[config.mk]
export PLATFORM = sky130hd
export DESIGN_NAME = ppfm_top
export DESIGN_NICKNAME = d
export VERILOG_FILES = /design/src/inc/ppfm_pkg.sv /design/src/rtl/ppfm_grp.sv /design/src/rtl/ppfm_top.sv
export SDC_FILE = /design/constraint.sdc
export NUM_CORES = 1
export LEC_CHECK = 0
export ABC_AREA = 1
export BUFFER_PORTS_ARGS = -buffer_cell sky130_fd_sc_hd__buf_4
export CAP_MARGIN = 20
export CORE_MARGIN = 1.5
export CORE_UTILIZATION = 52
export CTS_BUF_LIST = sky130_fd_sc_hd__clkbuf_16
export DETAILED_ROUTE_END_ITERATION = 10
export GPL_TIMING_DRIVEN = 0
export PLACE_DENSITY_LB_ADDON = 0.25
export SYNTH_ARGS = -nofsm -noshare
export SYNTH_HDL_FRONTEND = slang
export SYNTH_HIERARCHICAL = 1
export SYNTH_SLANG_ARGS = --single-unit
[constraint.sdc]
create_clock -name clk_sys_in -period 2.28 [get_ports clk_sys_in]
set_input_delay 0 -clock clk_sys_in [delete_from_list [all_inputs] [get_ports clk_sys_in]]
set_output_delay 0 -clock clk_sys_in [all_outputs]
set_load 0.01 [all_outputs]
[src/inc/ppfm_pkg.sv]
// Package for the parallel port and flag pin multiplexer.
// Assumes a single core clock domain and synchronous reset.
package ppfm_pkg;
  localparam int SC_W = 32;
  localparam int SC_PP_DIS = 20;
  localparam int SC_FLG_GRP0 = 22;
  localparam int SC_PWM_GRP0 = 26;
  localparam int SC_IRQ0 = 16;
  localparam int SC_TIMER_EXPIRED_OUTPUT = 19;
  localparam logic [31:0] SC_RST = 32'h0000_0000;
  localparam logic ALE_POL_RST = 1'b1;
  localparam int NGRP = 4;
  typedef enum logic [1:0] {
    PP_IDLE = 2'b00,
    PP_ALE = 2'b01,
    PP_DATA = 2'b11,
    PP_DONE = 2'b10
  } ppfm_state_t;
endpackage

[src/rtl/ppfm_grp.sv]
// One group of four address/data pins: selects flag, pwm or port use.
// Assumes the parent decides the parallel port function when neither is on.
`timescale 1ns/1ps
module ppfm_grp (
  input wire logic flg_en_in,
  input wire logic pwm_en_in,
  input wire logic [3:0] port_o_in,
  input wire logic [3:0] port_oe_in,
  input wire logic [3:0] flg_o_in,
  input wire logic [3:0] flg_oe_in,
  input wire logic [3:0] pwm_in,
  output logic [3:0] o_out,
  output logic [3:0] oe_out
);
  always_comb begin
    if (pwm_en_in) begin // [RULE7]
      o_out = pwm_in;
      oe_out = 4'hf;
    end else if (flg_en_in) begin // [RULE6]
      o_out = flg_o_in;
      oe_out = flg_oe_in;
    end else begin
      o_out = port_o_in;
      oe_out = port_oe_in;
    end
  end
endmodule

[src/rtl/ppfm_top.sv]
// Parallel port pin sequencer with flag, pwm and input data port sharing.
// Assumes a core that issues one access at a time and keeps it held.
// Operation
// (RULE1) Address and data time-share pins, strobe marks phase
// (RULE2) Eight or sixteen bit bus width
// (RULE3) Eight-bit: strobe when upper address changes
// (RULE4) Sixteen-bit: strobe when low address changes
// (RULE5) Control bit 20 disables the parallel port
// (RULE6) Bits 22-25 enable flag groups of four
// (RULE7) Bits 26-29 enable pwm groups of four
// (RULE8) Input data port channel 0 samples pins
// (RULE9) Read strobe low during external reads
// (RULE10) Write strobe low during external writes
// (RULE11) Flag use holds all strobes deasserted
// (RULE12) Latch strobe active high, software may invert
// (RULE13) Flag pins individually input or output
// (RULE14) Flag pins serve as SPI slave selects
// (RULE15) Boot drives first flag as slave select
// (RULE16) Bits 16-18 make flags 0-2 interrupt inputs
// (RULE17) Bit 19 makes flag 3 timer output
// (RULE18) Control word applies next cycle, persists
`timescale 1ns/1ps
module ppfm_top #(
  parameter int AW = 24
) (
  input wire logic clk_sys_in,
  input wire logic rst_in,
  input wire logic ce_in,
  input wire logic sc_we_in,
  input wire logic [31:0] sc_wdata_in,
  input wire logic ale_act_low_in,
  input wire logic mode16_in,
  input wire logic req_in,
  input wire logic req_wr_in,
  input wire logic [AW-1:0] req_addr_in,
  input wire logic [15:0] req_wdata_in,
  input wire logic [15:0] ad_in,
  input wire logic [15:0] pflag_o_in,
  input wire logic [15:0] pflag_oe_in,
  input wire logic [15:0] pwm_in,
  input wire logic [3:0] gflag_in,
  input wire logic [3:0] gflag_o_in,
  input wire logic [3:0] gflag_oe_in,
  input wire logic [3:0] spi_ss_en_in,
  input wire logic [3:0] spi_ss_n_in,
  input wire logic spi_boot_in,
  input wire logic timer_exp_in,
  output logic [31:0] sc_out,
  output logic [15:0] ad_out,
  output logic [15:0] ad_oe_out,
  output logic rd_n_out,
  output logic wr_n_out,
  output logic ale_out,
  output logic ack_out,
  output logic [15:0] rdata_out,
  output logic [15:0] idp0_data_out,
  output logic [15:0] pflag_in_out,
  output logic [3:0] gflag_o_out,
  output logic [3:0] gflag_oe_out,
  output logic [3:0] gflag_cond_out,
  output logic [2:0] irq_out
);
  typedef struct packed {
    logic [31:0] sc;
    ppfm_pkg::ppfm_state_t st;
    logic [AW-1:0] last_addr;
    logic addr_vld;
    logic [15:0] ad;
    logic [15:0] ad_oe;
    logic rd_n;
    logic wr_n;
    logic ale;
    logic ack;
    logic [15:0] rdata;
    logic [15:0] idp0;
    logic [15:0] pflag_in;
    logic [3:0] g_o;
    logic [3:0] g_oe;
    logic [3:0] g_cond;
    logic [2:0] irq;
  } ppfm_regs_t;

  ppfm_regs_t cur_ff;
  ppfm_regs_t nxt_ff;
  logic [15:0] mux_o;
  logic [15:0] mux_oe;
  logic pp_dis;
  logic any_flag;
  logic need_ale;

  assign pp_dis = cur_ff.sc[ppfm_pkg::SC_PP_DIS];
  assign any_flag = |cur_ff.sc[ppfm_pkg::SC_FLG_GRP0 +: ppfm_pkg::NGRP];

  // Upper bits in 8-bit mode, low 16 in 16-bit mode
  always_comb begin
    if (!cur_ff.addr_vld) begin
      need_ale = 1'b1;
    end else if (mode16_in) begin // [RULE4] [RULE2]
      need_ale = req_addr_in[15:0] != cur_ff.last_addr[15:0];
    end else begin // [RULE3]
      need_ale = req_addr_in[AW-1:8] != cur_ff.last_addr[AW-1:8];
    end
  end

  for (genvar g = 0; g < ppfm_pkg::NGRP; g++) begin : g_grp
    ppfm_grp u_grp (
      .flg_en_in(nxt_ff.sc[ppfm_pkg::SC_FLG_GRP0 + g]),
      .pwm_en_in(nxt_ff.sc[ppfm_pkg::SC_PWM_GRP0 + g]),
      .port_o_in(nxt_ff.ad[4*g +: 4]),
      .port_oe_in(nxt_ff.ad_oe[4*g +: 4]),
      .flg_o_in(pflag_o_in[4*g +: 4]),
      .flg_oe_in(pflag_oe_in[4*g +: 4]),
      .pwm_in(pwm_in[4*g +: 4]),
      .o_out(mux_o[4*g +: 4]),
      .oe_out(mux_oe[4*g +: 4])
    );
  end

  always_comb begin
    nxt_ff = cur_ff;
    nxt_ff.ack = 1'b0;
    if (sc_we_in) begin
      nxt_ff.sc = sc_wdata_in; // [RULE18]
    end
    nxt_ff.idp0 = ad_in; // [RULE8]
    nxt_ff.pflag_in = ad_in;
    nxt_ff.g_cond = gflag_in; // [RULE13]
    nxt_ff.irq = gflag_in[2:0] & cur_ff.sc[ppfm_pkg::SC_IRQ0 +: 3]; // [RULE16]
    for (int i = 0; i < 4; i++) begin
      if (spi_ss_en_in[i]) begin // [RULE14]
        nxt_ff.g_o[i] = spi_ss_n_in[i];
        nxt_ff.g_oe[i] = 1'b1;
      end else begin // [RULE13]
        nxt_ff.g_o[i] = gflag_o_in[i];
        nxt_ff.g_oe[i] = gflag_oe_in[i];
      end
    end
    if (spi_boot_in) begin // [RULE15]
      nxt_ff.g_o[0] = spi_ss_n_in[0];
      nxt_ff.g_oe[0] = 1'b1;
    end
    if (cur_ff.sc[ppfm_pkg::SC_TIMER_EXPIRED_OUTPUT]) begin // [RULE17]
      nxt_ff.g_o[3] = timer_exp_in;
      nxt_ff.g_oe[3] = 1'b1;
    end
    for (int i = 0; i < 3; i++) begin
      if (cur_ff.sc[ppfm_pkg::SC_IRQ0 + i]) begin
        nxt_ff.g_oe[i] = 1'b0;
      end
    end
    unique case (cur_ff.st)
      ppfm_pkg::PP_IDLE: begin
        nxt_ff.ad_oe = 16'h0000;
        if (req_in && !pp_dis && !any_flag) begin
          if (need_ale) begin // [RULE1] [RULE12]
            nxt_ff.st = ppfm_pkg::PP_ALE;
            nxt_ff.ale = ~ale_act_low_in;
            nxt_ff.ad = req_addr_in[15:0];
            nxt_ff.ad_oe = 16'hffff;
            nxt_ff.last_addr = req_addr_in;
            nxt_ff.addr_vld = 1'b1;
          end else begin
            nxt_ff.st = ppfm_pkg::PP_DATA;
            nxt_ff.ad = req_wdata_in;
            nxt_ff.ad_oe = req_wr_in ? 16'hffff : 16'h0000;
            nxt_ff.rd_n = req_wr_in; // [RULE9]
            nxt_ff.wr_n = ~req_wr_in; // [RULE10]
          end
        end
      end
      ppfm_pkg::PP_ALE: begin
        nxt_ff.ale = ale_act_low_in;
        nxt_ff.st = ppfm_pkg::PP_DATA;
        nxt_ff.ad = req_wdata_in;
        nxt_ff.ad_oe = req_wr_in ? 16'hffff : 16'h0000;
        nxt_ff.rd_n = req_wr_in; // [RULE9]
        nxt_ff.wr_n = ~req_wr_in; // [RULE10]
      end
      ppfm_pkg::PP_DATA: begin
        nxt_ff.rdata = mode16_in ? ad_in : {8'h00, ad_in[7:0]};
        nxt_ff.rd_n = 1'b1;
        nxt_ff.wr_n = 1'b1;
        nxt_ff.ack = 1'b1;
        nxt_ff.st = ppfm_pkg::PP_DONE;
      end
      ppfm_pkg::PP_DONE: begin
        nxt_ff.ad_oe = 16'h0000;
        if (!req_in) begin
          nxt_ff.st = ppfm_pkg::PP_IDLE;
        end
      end
    endcase
    if (pp_dis || any_flag) begin // [RULE11] [RULE5]
      nxt_ff.st = ppfm_pkg::PP_IDLE;
      nxt_ff.rd_n = 1'b1;
      nxt_ff.wr_n = 1'b1;
      nxt_ff.ale = ale_act_low_in;
      nxt_ff.ad_oe = 16'h0000;
      nxt_ff.addr_vld = 1'b0;
    end
    if (cur_ff.st == ppfm_pkg::PP_IDLE && nxt_ff.st == ppfm_pkg::PP_IDLE) begin
      nxt_ff.ale = ale_act_low_in;
    end
  end

  always_ff @(posedge clk_sys_in) begin
    if (rst_in) begin
      cur_ff <= '0;
      cur_ff.sc <= ppfm_pkg::SC_RST;
      cur_ff.st <= ppfm_pkg::PP_IDLE;
      cur_ff.rd_n <= 1'b1;
      cur_ff.wr_n <= 1'b1;
      cur_ff.ale <= ~ppfm_pkg::ALE_POL_RST;
    end else if (ce_in) begin
      cur_ff <= nxt_ff;
    end
  end

  // Pin mux fed from next state so pins line up with the strobes
  logic [15:0] ad_o_ff;
  logic [15:0] ad_oe_ff;
  always_ff @(posedge clk_sys_in) begin
    if (rst_in) begin
      ad_o_ff <= 16'h0000;
      ad_oe_ff <= 16'h0000;
    end else if (ce_in) begin
      ad_o_ff <= mux_o; // [RULE6] [RULE7]
      ad_oe_ff <= mux_oe;
    end
  end

  assign sc_out = cur_ff.sc;
  assign ad_out = ad_o_ff;
  assign ad_oe_out = ad_oe_ff;
  assign rd_n_out = cur_ff.rd_n;
  assign wr_n_out = cur_ff.wr_n;
  assign ale_out = cur_ff.ale;
  assign ack_out = cur_ff.ack;
  assign rdata_out = cur_ff.rdata;
  assign idp0_data_out = cur_ff.idp0;
  assign pflag_in_out = cur_ff.pflag_in;
  assign gflag_o_out = cur_ff.g_o;
  assign gflag_oe_out = cur_ff.g_oe;
  assign gflag_cond_out = cur_ff.g_cond;
  assign irq_out = cur_ff.irq;

  chk_sc_write_next: assert property (@(posedge clk_sys_in) disable iff (rst_in) // [RULE18]
    ce_in && sc_we_in |=> sc_out == $past(sc_wdata_in))
    else $error("Control word not applied next cycle");
  chk_strobes_flag_idle: assert property (@(posedge clk_sys_in) disable iff (rst_in) // [RULE11]
    ce_in && (sc_out[25:22] != 4'h0) |=> rd_n_out && wr_n_out)
    else $error("Strobe active while pins are flags");
  chk_port_disable: assert property (@(posedge clk_sys_in) disable iff (rst_in) // [RULE5]
    ce_in && sc_out[20] |=> cur_ff.ad_oe == 16'h0000 && wr_n_out)
    else $error("Port active while disabled");
  chk_rd_wr_excl: assert property (@(posedge clk_sys_in) disable iff (rst_in) // [RULE9]
    !(!rd_n_out && !wr_n_out))
    else $error("Read and write strobes both low");
  chk_ale_then_data: assert property (@(posedge clk_sys_in) disable iff (rst_in) // [RULE1]
    ce_in && cur_ff.st == ppfm_pkg::PP_ALE |=> (rd_n_out != wr_n_out))
    else $error("No data phase after address phase");
  chk_wr_drives_pins: assert property (@(posedge clk_sys_in) disable iff (rst_in) // [RULE10]
    !wr_n_out |-> cur_ff.ad_oe == 16'hffff)
    else $error("Write strobe without driven data");
  chk_irq_gate: assert property (@(posedge clk_sys_in) disable iff (rst_in) // [RULE16]
    ce_in && !sc_out[16] |=> !irq_out[0])
    else $error("Interrupt from disabled flag");
  chk_timer_pin: assert property (@(posedge clk_sys_in) disable iff (rst_in) // [RULE17]
    ce_in && sc_out[19] |=> gflag_oe_out[3] && gflag_o_out[3] == $past(timer_exp_in))
    else $error("Timer output not on flag 3");
endmodule

==> results.md <==
* Full die area at 19,030 sq um
* Synth Instances at 1,398
* Post-DP HPWL at 22,610 um
* Hold Vio Cnt, Final at 1
* Syn Area/Cell at 6.772 sq um
* MaxCap Viol Count at 0
* Util after Layout at 79.64%
* Met1 track utilization from global routing at 37.61%
* Most frequent cells in the layout: buf_4 (404), nand2_1 (276), nor2_1 (186), dfxtp_1 (171), dlygate4sd3_1 (147)
* Post-synth EDFFs at 0
* Total number of vias at 11,130
* Routed Antenna Nets at 0
* RR Startpoint: cur_ff[115]
* Final Slew Violations at 0
* Leakage at 7.020 nW
* Port bufs at 294
* Layout cells sized above 1 at 30.54%
* Fmax at 0.4452 GHz
* Starting Density at 52.89%
* Placer Congestion at 0.9104
* Commonest non-fill, non-tap cell in the layout: buf_4
* Critical setup path kind: flop to flop
* Die width at 137.9 um
* Crit path max fanout at 5
* R2r setup slk at 0.03 ns
* Worst skew pair latency at 0.44 ns
* Slew headroom at 33.12%
* Nets at 2,044
* Cells on worst reg2reg path at 18
* Gr busiest metal: met2
* Critical Path AT at 2.61 ns
* CTS tree: built
* Startpoint Class: flop
* Iteration-0 DRC Markers at 863
* Hold/Removal Path Class: input pin to flop
* Vias in the first global route at 10,530
* H-tree depth at 4
* Mapped cell area at 9468 sq um
* P&R area growth vs syn at 50.59%
* Initial antenna violation count at 1
* Filler Cells Inserted at 1,199
* Async set or reset register ratio after synthesis at 0%
* Largest net degree at the start of global routing at 18
* Cell variety after synth at 40
* Critical path endpoint category: flop
* Footprint of the multi-input gates at 4342 sq um
* Synth Warn # at 6
* GRT Resource Usage Total at 34.48%
* CTS max path bufs at 2
* Via/cell ratio at 5.259
* # DRC at 0
* Register area share after synthesis at 36.79%
* HP Start: pflag_o_in[9]
* Final worst-path cycle share at 98.52%
* Reg clk slew, reported paths at 0.07 ns
* Grt total ovfl at 0
* Clk_skew at 0.01286 ns
* PwrDens at 596.2 nW/um^2
* Core area at 17,900 sq um
* Reg2reg end: ad_out[11]
* GR Layer Usage met2 at 62.55%
* Routed length per instance at 16.24 um
* Failing checks: hold timing
* Minimum clock period at 2.246 ns
* Most used DFF post-synth: dfxtp_1
* Synth Net Count at 1,569
* Final WL at 34,370 um
* Maximum vdd drop at 0.5761 mV
* I/O Pins at 297
* Die Height at 137.9 um
* Sink Count at 174
* Row cnt at 49
* First-pass GRT wire length at 50,840 um
* Synth Register Bits at 174
* Worst Hold End: ad_out[9]
* FF+latch area at 3487 sq um
* GR Layer Usage met3 at 6.323%
* Least-Margin Pin Slew at 0.9926 ns
* Root Driver: clkbuf_16
* Drt pass-1 iters at 6
* CTS buffer count at 17
* Required @ worst endpoint at 2.65 ns
* Status: finished, violations left
* Tot Pwr at 0.008500 W
* WHS at -0.001333 ns
* Hold path depth at 7
* Setup violators final at 0
-- worst max-delay path: stages (launching register included) --
cell and delay, ns:
dfxtp_2 0.33, inv_2 0.05, nand2_1 0.06, o21ai_1 0.07
nor2_1 0.14, nand3_2 0.12, nor2_4 0.16, buf_4 0.15
nand3_4 0.11, buf_4 0.16, o22ai_1 0.16, o21ai_2 0.08
nand2_1 0.11, inv_2 0.05, nand2_2 0.07, nand3_1 0.06
nand2_1 0.11, nor2_2 0.06, nor2_2 0.13
-- Yosys cell counts, types with 2 or more instances --
master | instances | share of area [%]
nand2_2 | 13 | 0.86
buf_4 | 97 | 7.7
buf_1 | 3 | 0.12
nor2_4 | 3 | 0.36
o21ai_0 | 135 | 7.1
nor3_1 | 2 | 0.11
clkbuf_1 | 51 | 2.0
nand3_1 | 76 | 4.0
o211ai_1 | 8 | 0.63
nor2_1 | 192 | 7.6
dfxtp_1 | 174 | 37
ha_1 | 5 | 0.66
nand4_1 | 3 | 0.20
xor2_1 | 3 | 0.28
nand3_2 | 6 | 0.63
buf_6 | 5 | 0.59
o21ai_1 | 17 | 0.90
a22oi_1 | 16 | 1.3
inv_2 | 36 | 1.4
inv_1 | 134 | 5.3
o22ai_1 | 7 | 0.46
o21ai_4 | 2 | 0.34
xnor2_1 | 2 | 0.19
a21oi_2 | 11 | 1.0
nand2_4 | 18 | 2.1
inv_8 | 4 | 0.48
a21oi_1 | 83 | 4.4
buf_2 | 5 | 0.26
nand2_1 | 276 | 11
-- power breakdown --
group / internal, W / total (W) / switching [W]
sequential: 0.00324 / 0.00337 / 0.000124
combinational: 0.00109 / 0.00231 / 0.00122
clock: 0.00144 / 0.00282 / 0.00138
-- cell type report --
class | count | share of cell area [%]
Clock buffer | 17 | 2.984
Timing Repair Buffer | 458 | 27.02
Clock inverter | 15 | 0.9302
Inverter | 177 | 4.932
Antenna cell | 1 | 0.01755
Buffer | 159 | 7.196
Multi-Input combinational cell | 886 | 30.45
Sequential cell | 174 | 24.46
Tap cell | 229 | 2.010
-- state kept, by name (all words and copies together), names as in the netlist --
name,flops
rdata_out,16
cur_ff,59
irq_out,3
wr_n_out,1
sc_out,32
gflag_cond_out,4
rd_n_out,1
ad_out,16
ad_oe_out,16
ack_out,1
gflag_oe_out,4
gflag_o_out,4
ale_out,1
pflag_in_out,16
-- what timing repair did --
| item | in CTS | in global routing |
|---|---|---|
| pin swaps | 1 | 27 |
| hold buffers | 147 | 0 |
| gates cloned | 0 | 2 |
| setup buffers | 3 | 13 |
| setup endpoints to repair | 44 | 30 |
| resized for setup | 5 | 31 |
| hold endpoints to repair | 153 | 0 |
-- through the flow --
stage               instances  hold slack [ns]  instance area (sq um)  setup TNS [ns]  setup WS, ns
finish                   2116        -0.001333                  14260               0       0.03378
global route             2116          0.03645                  14260          -1.853       -0.1298
CTS                      2101         0.001925                  14020               0       0.03891
detailed placement       1921           0.2329                  11960          -7.230       -0.4908
global placement         1921           0.2243                  11960          -4.396       -0.3992
floorplan                1398           0.1349                   9468               0        0.2437
-- logic make-up after synthesis --
kind of cell             count (synthesis)  share of synthesized area [%]
XOR/XNOR                                 5                         0.4626
AND/OR/NAND/NOR                        593                          27.43
AO/OA/AOI/OAI                          282                          16.37
adder cells (fa/ha/maj)                  5                         0.6608
buffers and inverters                  339                          18.28
flip-flops                             174                          36.79
-- layer usage --
| metal | share of wire, % | routed length, um |
|---|---|---|
| met2 | 50 | 17310 |
| met4 | 5.1 | 1742 |
| met5 | 0 | 0 |
| met1 | 37 | 12770 |
| met3 | 7.4 | 2547 |
-- how the worst max path moves through the flow --
stage               slack [ns]  cells past startpoint        start           end
finish                    0.03                     18  cur_ff[115]    ad_out[11]
global route             -0.13                     20  cur_ff[123]    ad_out[11]
CTS                       0.04                     11  cur_ff[125]  ad_oe_out[8]
detailed placement       -0.49                     13  cur_ff[125]     ad_out[5]
global placement         -0.40                     13  cur_ff[125]     ad_out[3]
floorplan                 0.24                     13  cur_ff[125]     ad_out[0]
Power figures use the tool's default switching activity.
